File: config.mk
export PLATFORM = sky130hd
export DESIGN_NAME = fsef_fault_status
export DESIGN_NICKNAME = d
export VERILOG_FILES = /design/src/logic/fsef_pkg.sv /design/src/logic/fsef_evt_if.sv /design/src/logic/fsef_edge_filter.sv /design/src/logic/fsef_fault_status.sv
export SDC_FILE = /design/constraint.sdc
export NUM_CORES = 1
export LEC_CHECK = 0
export BUFFER_PORTS_ARGS = -buffer_cell sky130_fd_sc_hd__buf_2
export CAP_MARGIN = 20
export CORE_MARGIN = 2
export CORE_UTILIZATION = 42
export CTS_CLUSTER_DIAMETER = 50
export CTS_CLUSTER_SIZE = 16
export DETAILED_ROUTE_END_ITERATION = 16
export HOLD_SLACK_MARGIN = 0.05
export PLACE_DENSITY = 0.73
export SLEW_MARGIN = 20
export SYNTH_ARGS = -nofsm -noshare
export SYNTH_HDL_FRONTEND = slang
export SYNTH_HIERARCHICAL = 1
export SYNTH_SLANG_ARGS = --single-unit
File: constraint.sdc
create_clock -name MCLK -period 1.9 [get_ports MCLK]
set_clock_uncertainty 0.1 [all_clocks]
set_input_delay 0 -clock MCLK [delete_from_list [all_inputs] [get_ports MCLK]]
set_output_delay 0 -clock MCLK [all_outputs]
set_load 0.05 [all_outputs]
File: src/logic/fsef_pkg.sv
// shared constants and types for the fault status event filter
package fsef_pkg;

    // ==================================================================
    // field layout of the fault status word
    localparam int FSEF_WIDTH = 9;
    localparam int FSEF_BUS_WIDTH = 16;
    localparam int BIT_OVERVOLTAGE = 8;
    localparam int BIT_LINE_INPUT = 7;
    localparam int BIT_OVERCURRENT = 6;
    localparam int BIT_COOLING = 5;
    localparam int BIT_OUTPUT_SHORT = 4;
    localparam int BIT_OVERTEMP = 3;
    localparam int BIT_OVERPOWER = 2;

    // ==================================================================
    // values after reset
    localparam logic [FSEF_WIDTH-1:0] FIELD_RESET = 9'h000;
    localparam logic [FSEF_BUS_WIDTH-1:0] WORD_RESET = 16'h0000;

    // ==================================================================
    // register selector of the command port
    typedef enum logic [2:0] {
        SEL_CONDITION = 3'h0,
        SEL_EVENT = 3'h1,
        SEL_EVENT_MASK = 3'h3,
        SEL_FALL_EDGE = 3'h2,
        SEL_RISE_EDGE = 3'h6
    } fsef_sel_t;

endpackage

File: src/logic/fsef_evt_if.sv
// carrier between the register front end and the edge filter
`timescale 1ns/100ps
interface fsef_evt_if;
    logic [fsef_pkg::FSEF_WIDTH-1:0] cond;
    logic [fsef_pkg::FSEF_WIDTH-1:0] fall_sel;
    logic [fsef_pkg::FSEF_WIDTH-1:0] rise_sel;
    logic [fsef_pkg::FSEF_WIDTH-1:0] event_q;
    logic clear;

    modport filt (
        input cond,
        input fall_sel,
        input rise_sel,
        input clear,
        output event_q
    );

    modport ctrl (
        output cond,
        output fall_sel,
        output rise_sel,
        output clear,
        input event_q
    );
endinterface

File: src/logic/fsef_edge_filter.sv
// per-bit transition filter and sticky event latch
`timescale 1ns/100ps
module fsef_edge_filter (
    input wire logic clk,
    input wire logic rst_n,
    fsef_evt_if.filt evt
);
    import fsef_pkg::*;

    logic [FSEF_WIDTH-1:0] prev_reg;
    logic [FSEF_WIDTH-1:0] prev_next;
    logic [FSEF_WIDTH-1:0] event_reg;
    logic [FSEF_WIDTH-1:0] event_next;
    logic [FSEF_WIDTH-1:0] set_vec;

    // ==================================================================
    // transition detection
    for (genvar i = 0; i < FSEF_WIDTH; i++) begin : g_bit
        assign set_vec[i] = (evt.fall_sel[i] & prev_reg[i] & ~evt.cond[i])
                          | (evt.rise_sel[i] & ~prev_reg[i] & evt.cond[i]);

        fall_edge_a: assert property (@(posedge clk) disable iff (!rst_n)
            (evt.fall_sel[i] && prev_reg[i] && !evt.cond[i]) |=> event_reg[i])
            else $error("falling edge did not latch its event");
        rise_edge_a: assert property (@(posedge clk) disable iff (!rst_n)
            (evt.rise_sel[i] && !prev_reg[i] && evt.cond[i]) |=> event_reg[i])
            else $error("rising edge did not latch its event");
        no_select_a: assert property (@(posedge clk) disable iff (!rst_n)
            (!evt.fall_sel[i] && !evt.rise_sel[i] && !event_reg[i]) |=> !event_reg[i])
            else $error("event set with both edge selects off");
        event_hold_a: assert property (@(posedge clk) disable iff (!rst_n)
            (event_reg[i] && !evt.clear) |=> event_reg[i])
            else $error("latched event dropped without a read");
        read_clear_a: assert property (@(posedge clk) disable iff (!rst_n)
            (evt.clear && !set_vec[i]) |=> !event_reg[i])
            else $error("event survived its read");
    end

    // ==================================================================
    // event latch; a new edge in the read cycle wins over the clear
    always_comb begin
        prev_next = evt.cond;
        event_next = (event_reg & ~{FSEF_WIDTH{evt.clear}}) | set_vec;
    end

    always_ff @(posedge clk or negedge rst_n) begin
        if (!rst_n) begin
            prev_reg <= FIELD_RESET;
            event_reg <= FIELD_RESET;
        end else begin
            prev_reg <= prev_next;
            event_reg <= event_next;
        end
    end

    assign evt.event_q = event_reg;

endmodule

File: src/logic/fsef_fault_status.sv
// fault status registers: condition, edge selects, event latch, summary bit
`timescale 1ns/100ps

module fsef_fault_status (
    input wire logic MCLK,
    input wire logic RST_N,
    input wire logic OVERVOLTAGE_FAULT,
    input wire logic LINE_INPUT_FAULT,
    input wire logic OVERCURRENT_FAULT,
    input wire logic COOLING_FAULT,
    input wire logic OUTPUT_SHORT_FAULT,
    input wire logic OVERTEMP_FAULT,
    input wire logic OVERPOWER_FAULT,
    input wire logic SRQ_FAULT_ENABLE,
    input wire logic CMD_WRITE,
    input wire logic CMD_READ,
    input wire fsef_pkg::fsef_sel_t CMD_SEL,
    input wire logic [fsef_pkg::FSEF_BUS_WIDTH-1:0] CMD_WDATA,
    output logic [fsef_pkg::FSEF_BUS_WIDTH-1:0] RDATA,
    output logic RDATA_VALID,
    output logic FAULT_SUMMARY_BIT
);
    import fsef_pkg::*;

    fsef_evt_if evt ();

    logic [FSEF_WIDTH-1:0] cond_in;
    logic [FSEF_WIDTH-1:0] cond_reg;
    logic [FSEF_WIDTH-1:0] cond_next;
    logic [FSEF_WIDTH-1:0] mask_reg;
    logic [FSEF_WIDTH-1:0] mask_next;
    logic [FSEF_WIDTH-1:0] fall_reg;
    logic [FSEF_WIDTH-1:0] fall_next;
    logic [FSEF_WIDTH-1:0] rise_reg;
    logic [FSEF_WIDTH-1:0] rise_next;
    logic [FSEF_BUS_WIDTH-1:0] rdata_reg;
    logic [FSEF_BUS_WIDTH-1:0] rdata_next;
    logic rvalid_reg;
    logic rvalid_next;
    logic summary_reg;
    logic summary_next;

    // ==================================================================
    // decode helpers
    function automatic logic write_to(input fsef_sel_t sel);
        write_to = CMD_WRITE && (CMD_SEL == sel);
    endfunction

    // nine-bit field widened to the bus word, upper bits reading zero
    function automatic logic [FSEF_BUS_WIDTH-1:0] widen(input logic [FSEF_WIDTH-1:0] f);
        widen = {{(FSEF_BUS_WIDTH - FSEF_WIDTH){1'b0}}, f};
    endfunction

    // ==================================================================
    // live fault conditions
    // one register stage gives the filter and the read port the same view
    always_comb begin
        cond_in = FIELD_RESET;
        cond_in[BIT_OVERVOLTAGE] = OVERVOLTAGE_FAULT;
        cond_in[BIT_LINE_INPUT] = LINE_INPUT_FAULT;
        cond_in[BIT_OVERCURRENT] = OVERCURRENT_FAULT;
        cond_in[BIT_COOLING] = COOLING_FAULT;
        cond_in[BIT_OUTPUT_SHORT] = OUTPUT_SHORT_FAULT;
        cond_in[BIT_OVERTEMP] = OVERTEMP_FAULT;
        cond_in[BIT_OVERPOWER] = OVERPOWER_FAULT;
        cond_next = cond_in;
    end

    always_ff @(posedge MCLK or negedge RST_N) begin
        if (!RST_N) begin
            cond_reg <= FIELD_RESET;
        end else begin
            cond_reg <= cond_next;
        end
    end

    cond_live_a: assert property (@(posedge MCLK) disable iff (!RST_N)
        ##1 (cond_reg == $past(cond_in)))
        else $error("condition register does not follow the fault inputs");
    cond_layout_a: assert property (@(posedge MCLK) disable iff (!RST_N)
        OVERVOLTAGE_FAULT |=> (cond_reg[8] && cond_reg[1:0] == 2'h0))
        else $error("overvoltage not at bit 8 or low bits not zero");

    // ==================================================================
    // writable select and mask registers; only nine bits are kept
    always_comb begin
        mask_next = mask_reg;
        fall_next = fall_reg;
        rise_next = rise_reg;
        if (write_to(SEL_EVENT_MASK)) begin
            mask_next = CMD_WDATA[FSEF_WIDTH-1:0];
        end
        if (write_to(SEL_FALL_EDGE)) begin
            fall_next = CMD_WDATA[FSEF_WIDTH-1:0];
        end
        if (write_to(SEL_RISE_EDGE)) begin
            rise_next = CMD_WDATA[FSEF_WIDTH-1:0];
        end
    end

    always_ff @(posedge MCLK or negedge RST_N) begin
        if (!RST_N) begin
            mask_reg <= FIELD_RESET;
            fall_reg <= FIELD_RESET;
            rise_reg <= FIELD_RESET;
        end else begin
            mask_reg <= mask_next;
            fall_reg <= fall_next;
            rise_reg <= rise_next;
        end
    end

    mask_write_a: assert property (@(posedge MCLK) disable iff (!RST_N)
        (CMD_WRITE && CMD_SEL == SEL_EVENT_MASK) |=> (mask_reg == 9'($past(CMD_WDATA))))
        else $error("event mask write not stored");

    // ==================================================================
    // edge filter and event latch
    assign evt.cond = cond_reg;
    assign evt.fall_sel = fall_reg;
    assign evt.rise_sel = rise_reg;
    // reading the event register empties it at the edge that ends the read, except bits with a new edge in that cycle
    assign evt.clear = CMD_READ && (CMD_SEL == SEL_EVENT);

    fsef_edge_filter fsef_edge_filter_i (
        .clk(MCLK),
        .rst_n(RST_N),
        .evt(evt.filt)
    );

    // ==================================================================
    // read port; condition and event are read-only, writes to them drop
    // an event read returns the latch as it stood before its own clear
    always_comb begin
        rdata_next = rdata_reg;
        rvalid_next = CMD_READ;
        if (CMD_READ) begin
            case (CMD_SEL)
                SEL_CONDITION: begin
                    rdata_next = widen(cond_reg);
                end
                SEL_EVENT: begin
                    rdata_next = widen(evt.event_q);
                end
                SEL_EVENT_MASK: begin
                    rdata_next = widen(mask_reg);
                end
                SEL_FALL_EDGE: begin
                    rdata_next = widen(fall_reg);
                end
                SEL_RISE_EDGE: begin
                    rdata_next = widen(rise_reg);
                end
                default: begin
                    rdata_next = WORD_RESET;
                end
            endcase
        end
    end

    always_ff @(posedge MCLK or negedge RST_N) begin
        if (!RST_N) begin
            rdata_reg <= WORD_RESET;
            rvalid_reg <= 1'b0;
        end else begin
            rdata_reg <= rdata_next;
            rvalid_reg <= rvalid_next;
        end
    end

    assign RDATA = rdata_reg;
    assign RDATA_VALID = rvalid_reg;

    event_read_a: assert property (@(posedge MCLK) disable iff (!RST_N)
        (CMD_READ && CMD_SEL == SEL_EVENT)
        |=> (RDATA_VALID && RDATA == widen($past(evt.event_q))))
        else $error("event read returned the wrong value");
    upper_zero_a: assert property (@(posedge MCLK) disable iff (!RST_N)
        RDATA_VALID |-> (RDATA[15:9] == 7'h00))
        else $error("unused upper bits read nonzero");
    read_pulse_a: assert property (@(posedge MCLK) disable iff (!RST_N)
        !CMD_READ |=> !RDATA_VALID)
        else $error("read valid raised without a read strobe");
    rdata_hold_a: assert property (@(posedge MCLK) disable iff (!RST_N)
        !CMD_READ |=> $stable(RDATA))
        else $error("read data changed without a read strobe");

    // ==================================================================
    // summary bit of the status byte, one cycle behind the event latch
    always_comb begin
        summary_next = SRQ_FAULT_ENABLE && ((evt.event_q & mask_reg) != FIELD_RESET);
    end

    always_ff @(posedge MCLK or negedge RST_N) begin
        if (!RST_N) begin
            summary_reg <= 1'b0;
        end else begin
            summary_reg <= summary_next;
        end
    end

    assign FAULT_SUMMARY_BIT = summary_reg;

    summary_set_a: assert property (@(posedge MCLK) disable iff (!RST_N)
        (SRQ_FAULT_ENABLE && (evt.event_q & mask_reg) != 9'h000) |=> FAULT_SUMMARY_BIT)
        else $error("summary bit not set for a masked event");
    mask_block_a: assert property (@(posedge MCLK) disable iff (!RST_N)
        ((evt.event_q & mask_reg) == 9'h000) |=> !FAULT_SUMMARY_BIT)
        else $error("summary bit set with all events masked");
    srq_gate_a: assert property (@(posedge MCLK) disable iff (!RST_N)
        !SRQ_FAULT_ENABLE |=> !FAULT_SUMMARY_BIT)
        else $error("summary bit set with service request disabled");

endmodule

==> results.md, run 1 <==
* Final ANT Viol Nets at 0
* Tmin final at 1702 ps
* Ys Warns at 6
* LEAKAGE at 1.596 nW
* Total gr overflow at 0
* Async S/R FF share, synth at 1.000
* WHS Path Cells at 3
* Switching Fraction at 0.3009
* Final cycle utilization of the critical path at 0.8956
* CTS max path bufs at 2
* Most common cell after layout, fill and taps aside: dfrtp_1
* Via count at 2,028
* H-tree Lvls at 3
* IO Pins at 49
* Pre-CTS WS at 382.9 ps
* Postcts setup bufs at 0
* Netlist Area Pre-Place at 2834 um^2
* Combinational Power Share at 0.209
* Reg-to-reg startpoint: evt.rise_sel[5]$_DFFE_PN0P_
* Placeable Area at 6422 um^2
* Max-Cap Viols at 0
* Die Area at 7421 um^2
* Max Clk Rate at 587.7 MHz
* Layout overhead on the synthesized area at 24.81%
* Total GRT Usage at 0.1812
* Worst hold slack at 68.64 ps
* Crit path DAT at 1820 ps
* Fin area at 3537 um^2
* DR WL/cell at 15.76 um
* Switching power at 1.022 mW
* 1st-iter DRT viols at 106
* Port-buffer cells at 34
* Worst Min Path Start: CMD_SEL[2]
* Largest net degree at the start of global routing at 25
* Initial antenna violation count at 0
* Row Count at 29
* Final Hold Vio Count at 0
* Synth Instances at 227
* NumNets Final at 335
* Worst reg-to-reg path cell count at 2
* Antenna cells at 0
* CTS tree: built
* Placed cell area at 3119 um^2
* Die height at 86.15 um
* Worst-path maximum fanout at 11
* Post-route insts no fill at 386
* PD cells at 960.2 nW/um^2
* Type of the tightest min-delay check: in2reg
* Global-route wire length before repair at 10.05 mm
* Slew margin rel. at 0.4353
* Req. time, crit path at 2020 ps
* Distinct cells, synth at 37
* Clock latency on the worst-skew pair at 340 ps
* Post-Route Setup TNS at 0 ps
* Critical path class: in2reg
* Gpl congestion at 0.8599
* Reg-to-reg setup timing slack at 460 ps
* Layout cells sized above 1 at 0.2848
* Outcome: complete, no violations
* Kind of start point of the critical path: input port
* Die Width at 86.15 um
* Sequential fraction of the synthesis area at 0.5563
* FF-to-FF End: evt.rise_sel[5]$_DFFE_PN0P_
* Predominant post-synthesis flop cell: dfrtp_1
* TritonRoute pass-1 iters at 5
* Post-route setup slack at 198.3 ps
* Dpl hpwl at 4.203 mm
* Seq cells post-synth at 63
* Initial core utilization at 0.4413
* Clock power share at 0.280
* Type of destination of the critical path: register
* Hold endpoint: RDATA[4]$_DFFE_PN0P_
* Drt via density at 5.254
* Max VDD drop at 0.3790 mV
* WL final at 6.084 mm
* Seq pwr share at 0.511
* Setup violators final at 0
* Commonest non-fill, non-tap cells in the layout: 63 x dfrtp_1, 34 x buf_2, 26 x dlygate4sd3_1, 18 x mux2_2, 13 x conb_1
* RSZ-0062 raised after global routing: false
* Tightest Pin Transition at 844.3 ps
* Clk sinks at 63
* Worst-path clk slew at 60 ps
* Pins over their slew limit at 0
* Overall power at 3.396 mW
* Root Driver: clkbuf_8
* Post-synth EDFFs at 0
* # placed instances at 344
* CTS Buf Count at 9
* Finished Core Util at 0.5508
* DRC violations left at 0
* Synth Area per Inst at 12.48 um^2
* Vias in the first global route at 2,012
* Internal at 2.374 mW
[kinds of logic after synthesis]
kind of cell,count (synthesis),share of synthesized area
and+or+nand+nor,61,0.1435
buffers and inverters,25,0.04768
muxes,31,0.1333
AOI/OAI and AO/OA,46,0.1179
other,1,0.001323
DFF,63,0.5563
[timing repair]
action | in CTS | in global routing
endpoints found under the setup margin | 0 | 0
hold endpoints to repair | 108 | 0
resized for setup | 0 | 0
hold buffers | 26 | 0
[layout make-up]
type / instances / area (um^2)
fill: 556 / 2885
timing repair buffer: 70 / 505.5
inverter: 9 / 33.78
sequential: 63 / 1577
multi-input combinational: 151 / 1167
clock buffer: 12 / 135.1
clock inverter: 4 / 22.52
tap: 77 / 96.34
[worst max-delay path by stage]
stage | start | to | slack [ps] | cells after the start
6_report | CMD_SEL[0] | evt.rise_sel[7]$_DFFE_PN0P_ | 200 | 6
5_1_grt | CMD_SEL[0] | evt.rise_sel[2]$_DFFE_PN0P_ | 120 | 6
3_3_place_gp | CMD_SEL[0] | evt.rise_sel[4]$_DFFE_PN0P_ | 400 | 5
2_1_floorplan | CMD_SEL[2] | fsef_edge_filter_i/evt.event_q[8]$_DFF_PN0_ | 510 | 5
3_5_place_dp | CMD_SEL[0] | evt.rise_sel[0]$_DFFE_PN0P_ | 380 | 5
4_1_cts | CMD_SEL[0] | evt.rise_sel[5]$_DFFE_PN0P_ | 210 | 6
[power groups by stage]
stage	Clock [mW]	Combinational [mW]	Sequential (mW)
6_report	0.950	0.709	1.74
5_1_grt	1.04	0.777	1.77
4_1_cts	0.983	0.712	1.73
3_5_place_dp	0	0.649	1.76
3_3_place_gp	0	0.631	1.75
2_1_floorplan	0	0.410	1.79
[routing by layer]
metal | part of all wire | wire [um] | global-route usage
met1 | 0.47 | 2838 | 0.2394
met2 | 0.47 | 2835 | 0.2741
met3 | 0.046 | 281 | 0.05390
met4 | 0.021 | 127 | 0.08369
met5 | 0 | 0 | 0
[critical path: stages]
cell           delay (ps)
buf_2                 180
inv_2                 170
and3_1                440
nand2_8               160
mux2_4                320
dlygate4sd3_1         550
[Yosys cell counts (5+ instances only)]
| cell type | number | area share |
|---|---|---|
| a211oi_1 | 8 | 0.021 |
| a21oi_1 | 8 | 0.014 |
| a32o_1 | 6 | 0.021 |
| and2_1 | 6 | 0.013 |
| buf_2 | 6 | 0.011 |
| buf_4 | 9 | 0.024 |
| dfrtp_1 | 63 | 0.56 |
| inv_1 | 8 | 0.011 |
| mux2_2 | 18 | 0.072 |
| mux2_4 | 9 | 0.048 |
| nand2_1 | 11 | 0.015 |
| nand2b_1 | 10 | 0.022 |
| nand3_1 | 7 | 0.012 |
| nand3b_1 | 11 | 0.029 |
| o211ai_1 | 8 | 0.021 |
| o22ai_1 | 7 | 0.015 |
| or3b_1 | 5 | 0.015 |
Note: power is estimated with default switching activity, not from simulation.
==> inputs of run 2 (changes only) <==
ABC_AREA = 1   (was default)
PLACE_DENSITY = 0.72   (was 0.73)
==> results.md, run 2 <==
* DR WL/cell at 13.53 um (was 15.76 um)
* Max Clk Rate at 764.7 MHz (was 587.7 MHz)
* Type of the tightest min-delay check: in2async (was in2reg)
* WL final at 6.250 mm (was 6.084 mm)
* Drt via density at 5.136 (was 5.254)
* NumNets Final at 408 (was 335)
* Predominant post-synthesis flop cell: dfrtp_1 (unchanged)
* Port-buffer cells at 34 (unchanged)
* Worst reg-to-reg path cell count at 4 (was 2)
* Post-synth EDFFs at 0 (unchanged)
* Fill count at 659 (was 556)
* Req. time, crit path at 2030 ps (was 2020 ps)
* Commonest non-fill, non-tap cells in the layout: 74 x nand2_1, 63 x dfrtp_1, 63 x nand3_1, 34 x buf_2, 32 x inv_1 (was 63 x dfrtp_1, 34 x buf_2, 26 x dlygate4sd3_1, 18 x mux2_2, 13 x conb_1)
* Placed cell area at 3118 um^2 (was 3119 um^2)
* Dpl hpwl at 4.141 mm (was 4.203 mm)
* 1st-iter DRT viols at 167 (was 106)
* Fin area at 3508 um^2 (was 3537 um^2)
* Pins over their slew limit at 0 (unchanged)
* Ys Warns at 6 (unchanged)
* Die Width at 87.44 um (was 86.15 um)
* Synth Area per Inst at 9.224 um^2 (was 12.48 um^2)
* Outcome: complete, no violations (unchanged)
* Sequential fraction of the synthesis area at 0.5392 (was 0.5563)
* Worst-path maximum fanout at 10 (was 11)
* Vias in the first global route at 2,219 (was 2,012)
* Layout cells sized above 1 at 0.2094 (was 0.2848)
* Met1 Use GR at 0.2333 (was 0.2394)
* Placeable Area at 6756 um^2 (was 6422 um^2)
* Netlist Area Pre-Place at 2924 um^2 (was 2834 um^2)
* Via count at 2,373 (was 2,028)
* TritonRoute pass-1 iters at 4 (was 5)
* Commonest cells post-synth: 74 x nand2_1, 63 x dfrtp_1, 63 x nand3_1, 32 x inv_1, 18 x o21ai_2 (was 63 x dfrtp_1, 18 x mux2_2, 11 x nand2_1, 11 x nand3b_1, 10 x nand2b_1)
* CP cell instances: dlygate4sd3_1 > buf_2 > inv_1 > nor4_1 > inv_2 > nand2_1 > nand3_1 (was buf_2 > inv_2 > and3_1 > nand2_8 > mux2_4 > dlygate4sd3_1)
* Clock latency on the worst-skew pair at 340 ps (about the same)
* Total gr overflow at 0 (unchanged)
* Post-synth top area share at 0.5392 (was 0.5563)
* Initial core utilization at 0.4328 (was 0.4413)
* Most common cell in the netlist: nand2_1 (was dfrtp_1)
* Layout overhead on the synthesized area at 19.98% (was 24.81%)
* Post-route setup slack at 592.3 ps (was 198.3 ps)
* Initial antenna violation count at 0 (unchanged)
* Slowest cell delay on critical path at 520 ps (was 550 ps)
* Gpl congestion at 0.8072 (was 0.8599)
* Crit path DAT at 1440 ps (was 1820 ps)
* Largest net degree at the start of global routing at 64 (was 25)
* Root Driver: clkbuf_8 (unchanged)
* Critical path class: in2reg (unchanged)
* Row Count at 30 (was 29)
* Global-route layer with the greatest usage: met2 (unchanged)
* Max VDD drop at 0.5314 mV (was 0.3790 mV)
* Type of destination of the critical path: register (unchanged)
* Global-route wire length before repair at 10.29 mm (was 10.05 mm)
* Final cycle utilization of the critical path at 0.6882 (was 0.8956)
* IO Pins at 49 (unchanged)
* CTS Buf Count at 9 (unchanged)
* Most common cell after layout, fill and taps aside: nand2_1 (was dfrtp_1)
* Pre-CTS WS at 449.8 ps (was 382.9 ps)
* Worst-path clk slew at 70 ps (was 60 ps)
* Kind of start point of the critical path: input port (unchanged)
* Setup violators final at 0 (unchanged)
* Leading cell types by total area after synthesis: dfrtp_1 54%, nand3_1 11%, nand2_1 9.5% (was dfrtp_1 56%, mux2_2 7.2%, mux2_4 4.8%)
* H-tree Lvls at 3 (unchanged)
* Antenna cells at 0 (unchanged)
* Global Route met3 Usage at 0.06635 (was 0.05390)
* Synth Instances at 317 (was 227)
* Leading area contributor after synthesis: dfrtp_1 (unchanged)
* LEAKAGE at 1.808 nW (was 1.596 nW)
* Critical-path top delay cell: dlygate4sd3_1 (unchanged)
* PD cells at 1005 nW/um^2 (was 960.2 nW/um^2)
* Post-Route Setup TNS at 0 ps (unchanged)
* RSZ-0062 raised after global routing: false (unchanged)
* CTS tree: built (unchanged)
* Seq cells post-synth at 63 (unchanged)
* Final Hold Vio Count at 0 (unchanged)
* Async S/R FF share, synth at 1.000 (unchanged)
* Clk sinks at 63 (unchanged)
* Distinct cells, synth at 25 (was 37)
* Total GRT Usage at 0.1781 (was 0.1812)
* DRC violations left at 0 (unchanged)
* Die Area at 7646 um^2 (was 7421 um^2)
* Max-Cap Viols at 0 (unchanged)
* CTS max path bufs at 2 (unchanged)
* Tmin final at 1308 ps (was 1702 ps)
* Die height at 87.44 um (was 86.15 um)
* Met2 usage at 0.2720 (was 0.2741)
* # resized after CTS at 0 (unchanged)
* Final ANT Viol Nets at 0 (unchanged)
[run 2: cell count changes after synthesis, sizes merged, moves of 7 or more]
cell | before | now
a211oi | 8 | 0
nand4 | 0 | 11
inv | 9 | 35
o21ai | 2 | 38
nand2b | 10 | 0
a21oi | 8 | 1
mux2 | 27 | 0
nand3 | 7 | 63
nand3b | 11 | 0
o22ai | 7 | 0
nand2 | 12 | 78
o211ai | 8 | 0
[run 2: cell families (layout without fill, tap and decap cells)]
group	Yosys count	after routing	synth area share
AO/OA/AOI/OAI	41	41	0.09499
buffers and inverters	54	107	0.09756
flip-flops	63	63	0.5392
other	1	13	0.001282
AND/OR/NAND/NOR	158	158	0.2670
[run 2: final cells by class]
| cell class | instances | area, um^2 | area share |
|---|---|---|---|
| timing repair buffer | 56 | 397.9 | 0.1134 |
| inverter | 35 | 136.4 | 0.03887 |
| clock buffer | 12 | 145.1 | 0.04137 |
| multi-input combinational | 212 | 1107 | 0.3156 |
| clock inverter | 4 | 45.04 | 0.01284 |
| tap | 80 | 100.1 | 0.02853 |
| sequential | 63 | 1577 | 0.4494 |
[run 2: metrics by stage]
stage | power (mW) | utilization | cells | hold slack, ps
after global routing | 3.705 | 0.5193 | 462 | 111.5
final | 3.525 | 0.5193 | 462 | 99.15
after CTS | 3.552 | 0.5193 | 462 | 93.32
after floorplan | 2.203 | - | 329 | -395.6
after global placement | 2.360 | 0.4615 | 426 | -66.87
after detailed placement | 2.388 | 0.4615 | 426 | -62.27
[run 2: power breakdown]
part | switching, mW | total (mW) | internal [mW]
logic | 0.441 | 0.678 | 0.237
clock network | 0.497 | 1.13 | 0.635
registers | 0.164 | 1.72 | 1.55
total | 1.10 | 3.52 | 2.42
[run 2: path summary, 6_finish.rpt]
path / endpoint / start / slack (ps)
min: evt.fall_sel[7]$_DFFE_PN0P_ / RST_N / 100
min reg2reg: fsef_edge_filter_i/prev_reg[4]$_DFF_PN0_ / cond_reg[4]$_DFF_PN0_ / 330
max: fsef_edge_filter_i/evt.event_q[5]$_DFF_PN0_ / CMD_READ / 590
max in group asynchronous: fsef_edge_filter_i/evt.event_q[4]$_DFF_PN0_ / RST_N / 1350
min in group MCLK: RDATA[3]$_DFFE_PN0P_ / CMD_SEL[2] / 180
max reg2reg: RDATA[0]$_DFFE_PN0P_ / fsef_edge_filter_i/evt.event_q[0]$_DFF_PN0_ / 730
[run 2: what timing repair did]
item                                   in CTS  in global routing
hold buffers                               20                  0
setup buffers                               0                  0
endpoints found under the hold margin     107                  0
[run 2: worst max-delay path: cells and delay by family]
kind | cells | cell delay [ps]
buf+inv | 4 | 1020
simple gates | 3 | 410
[run 2: layer usage]
| metal | vias to the layer above | wire (um) |
|---|---|---|
| met5 | - | 0 |
| li1 | 1150 | - |
| met1 | 1141 | 2868 |
| met3 | 11 | 442 |
| met2 | 71 | 2861 |
| met4 | 0 | 77 |
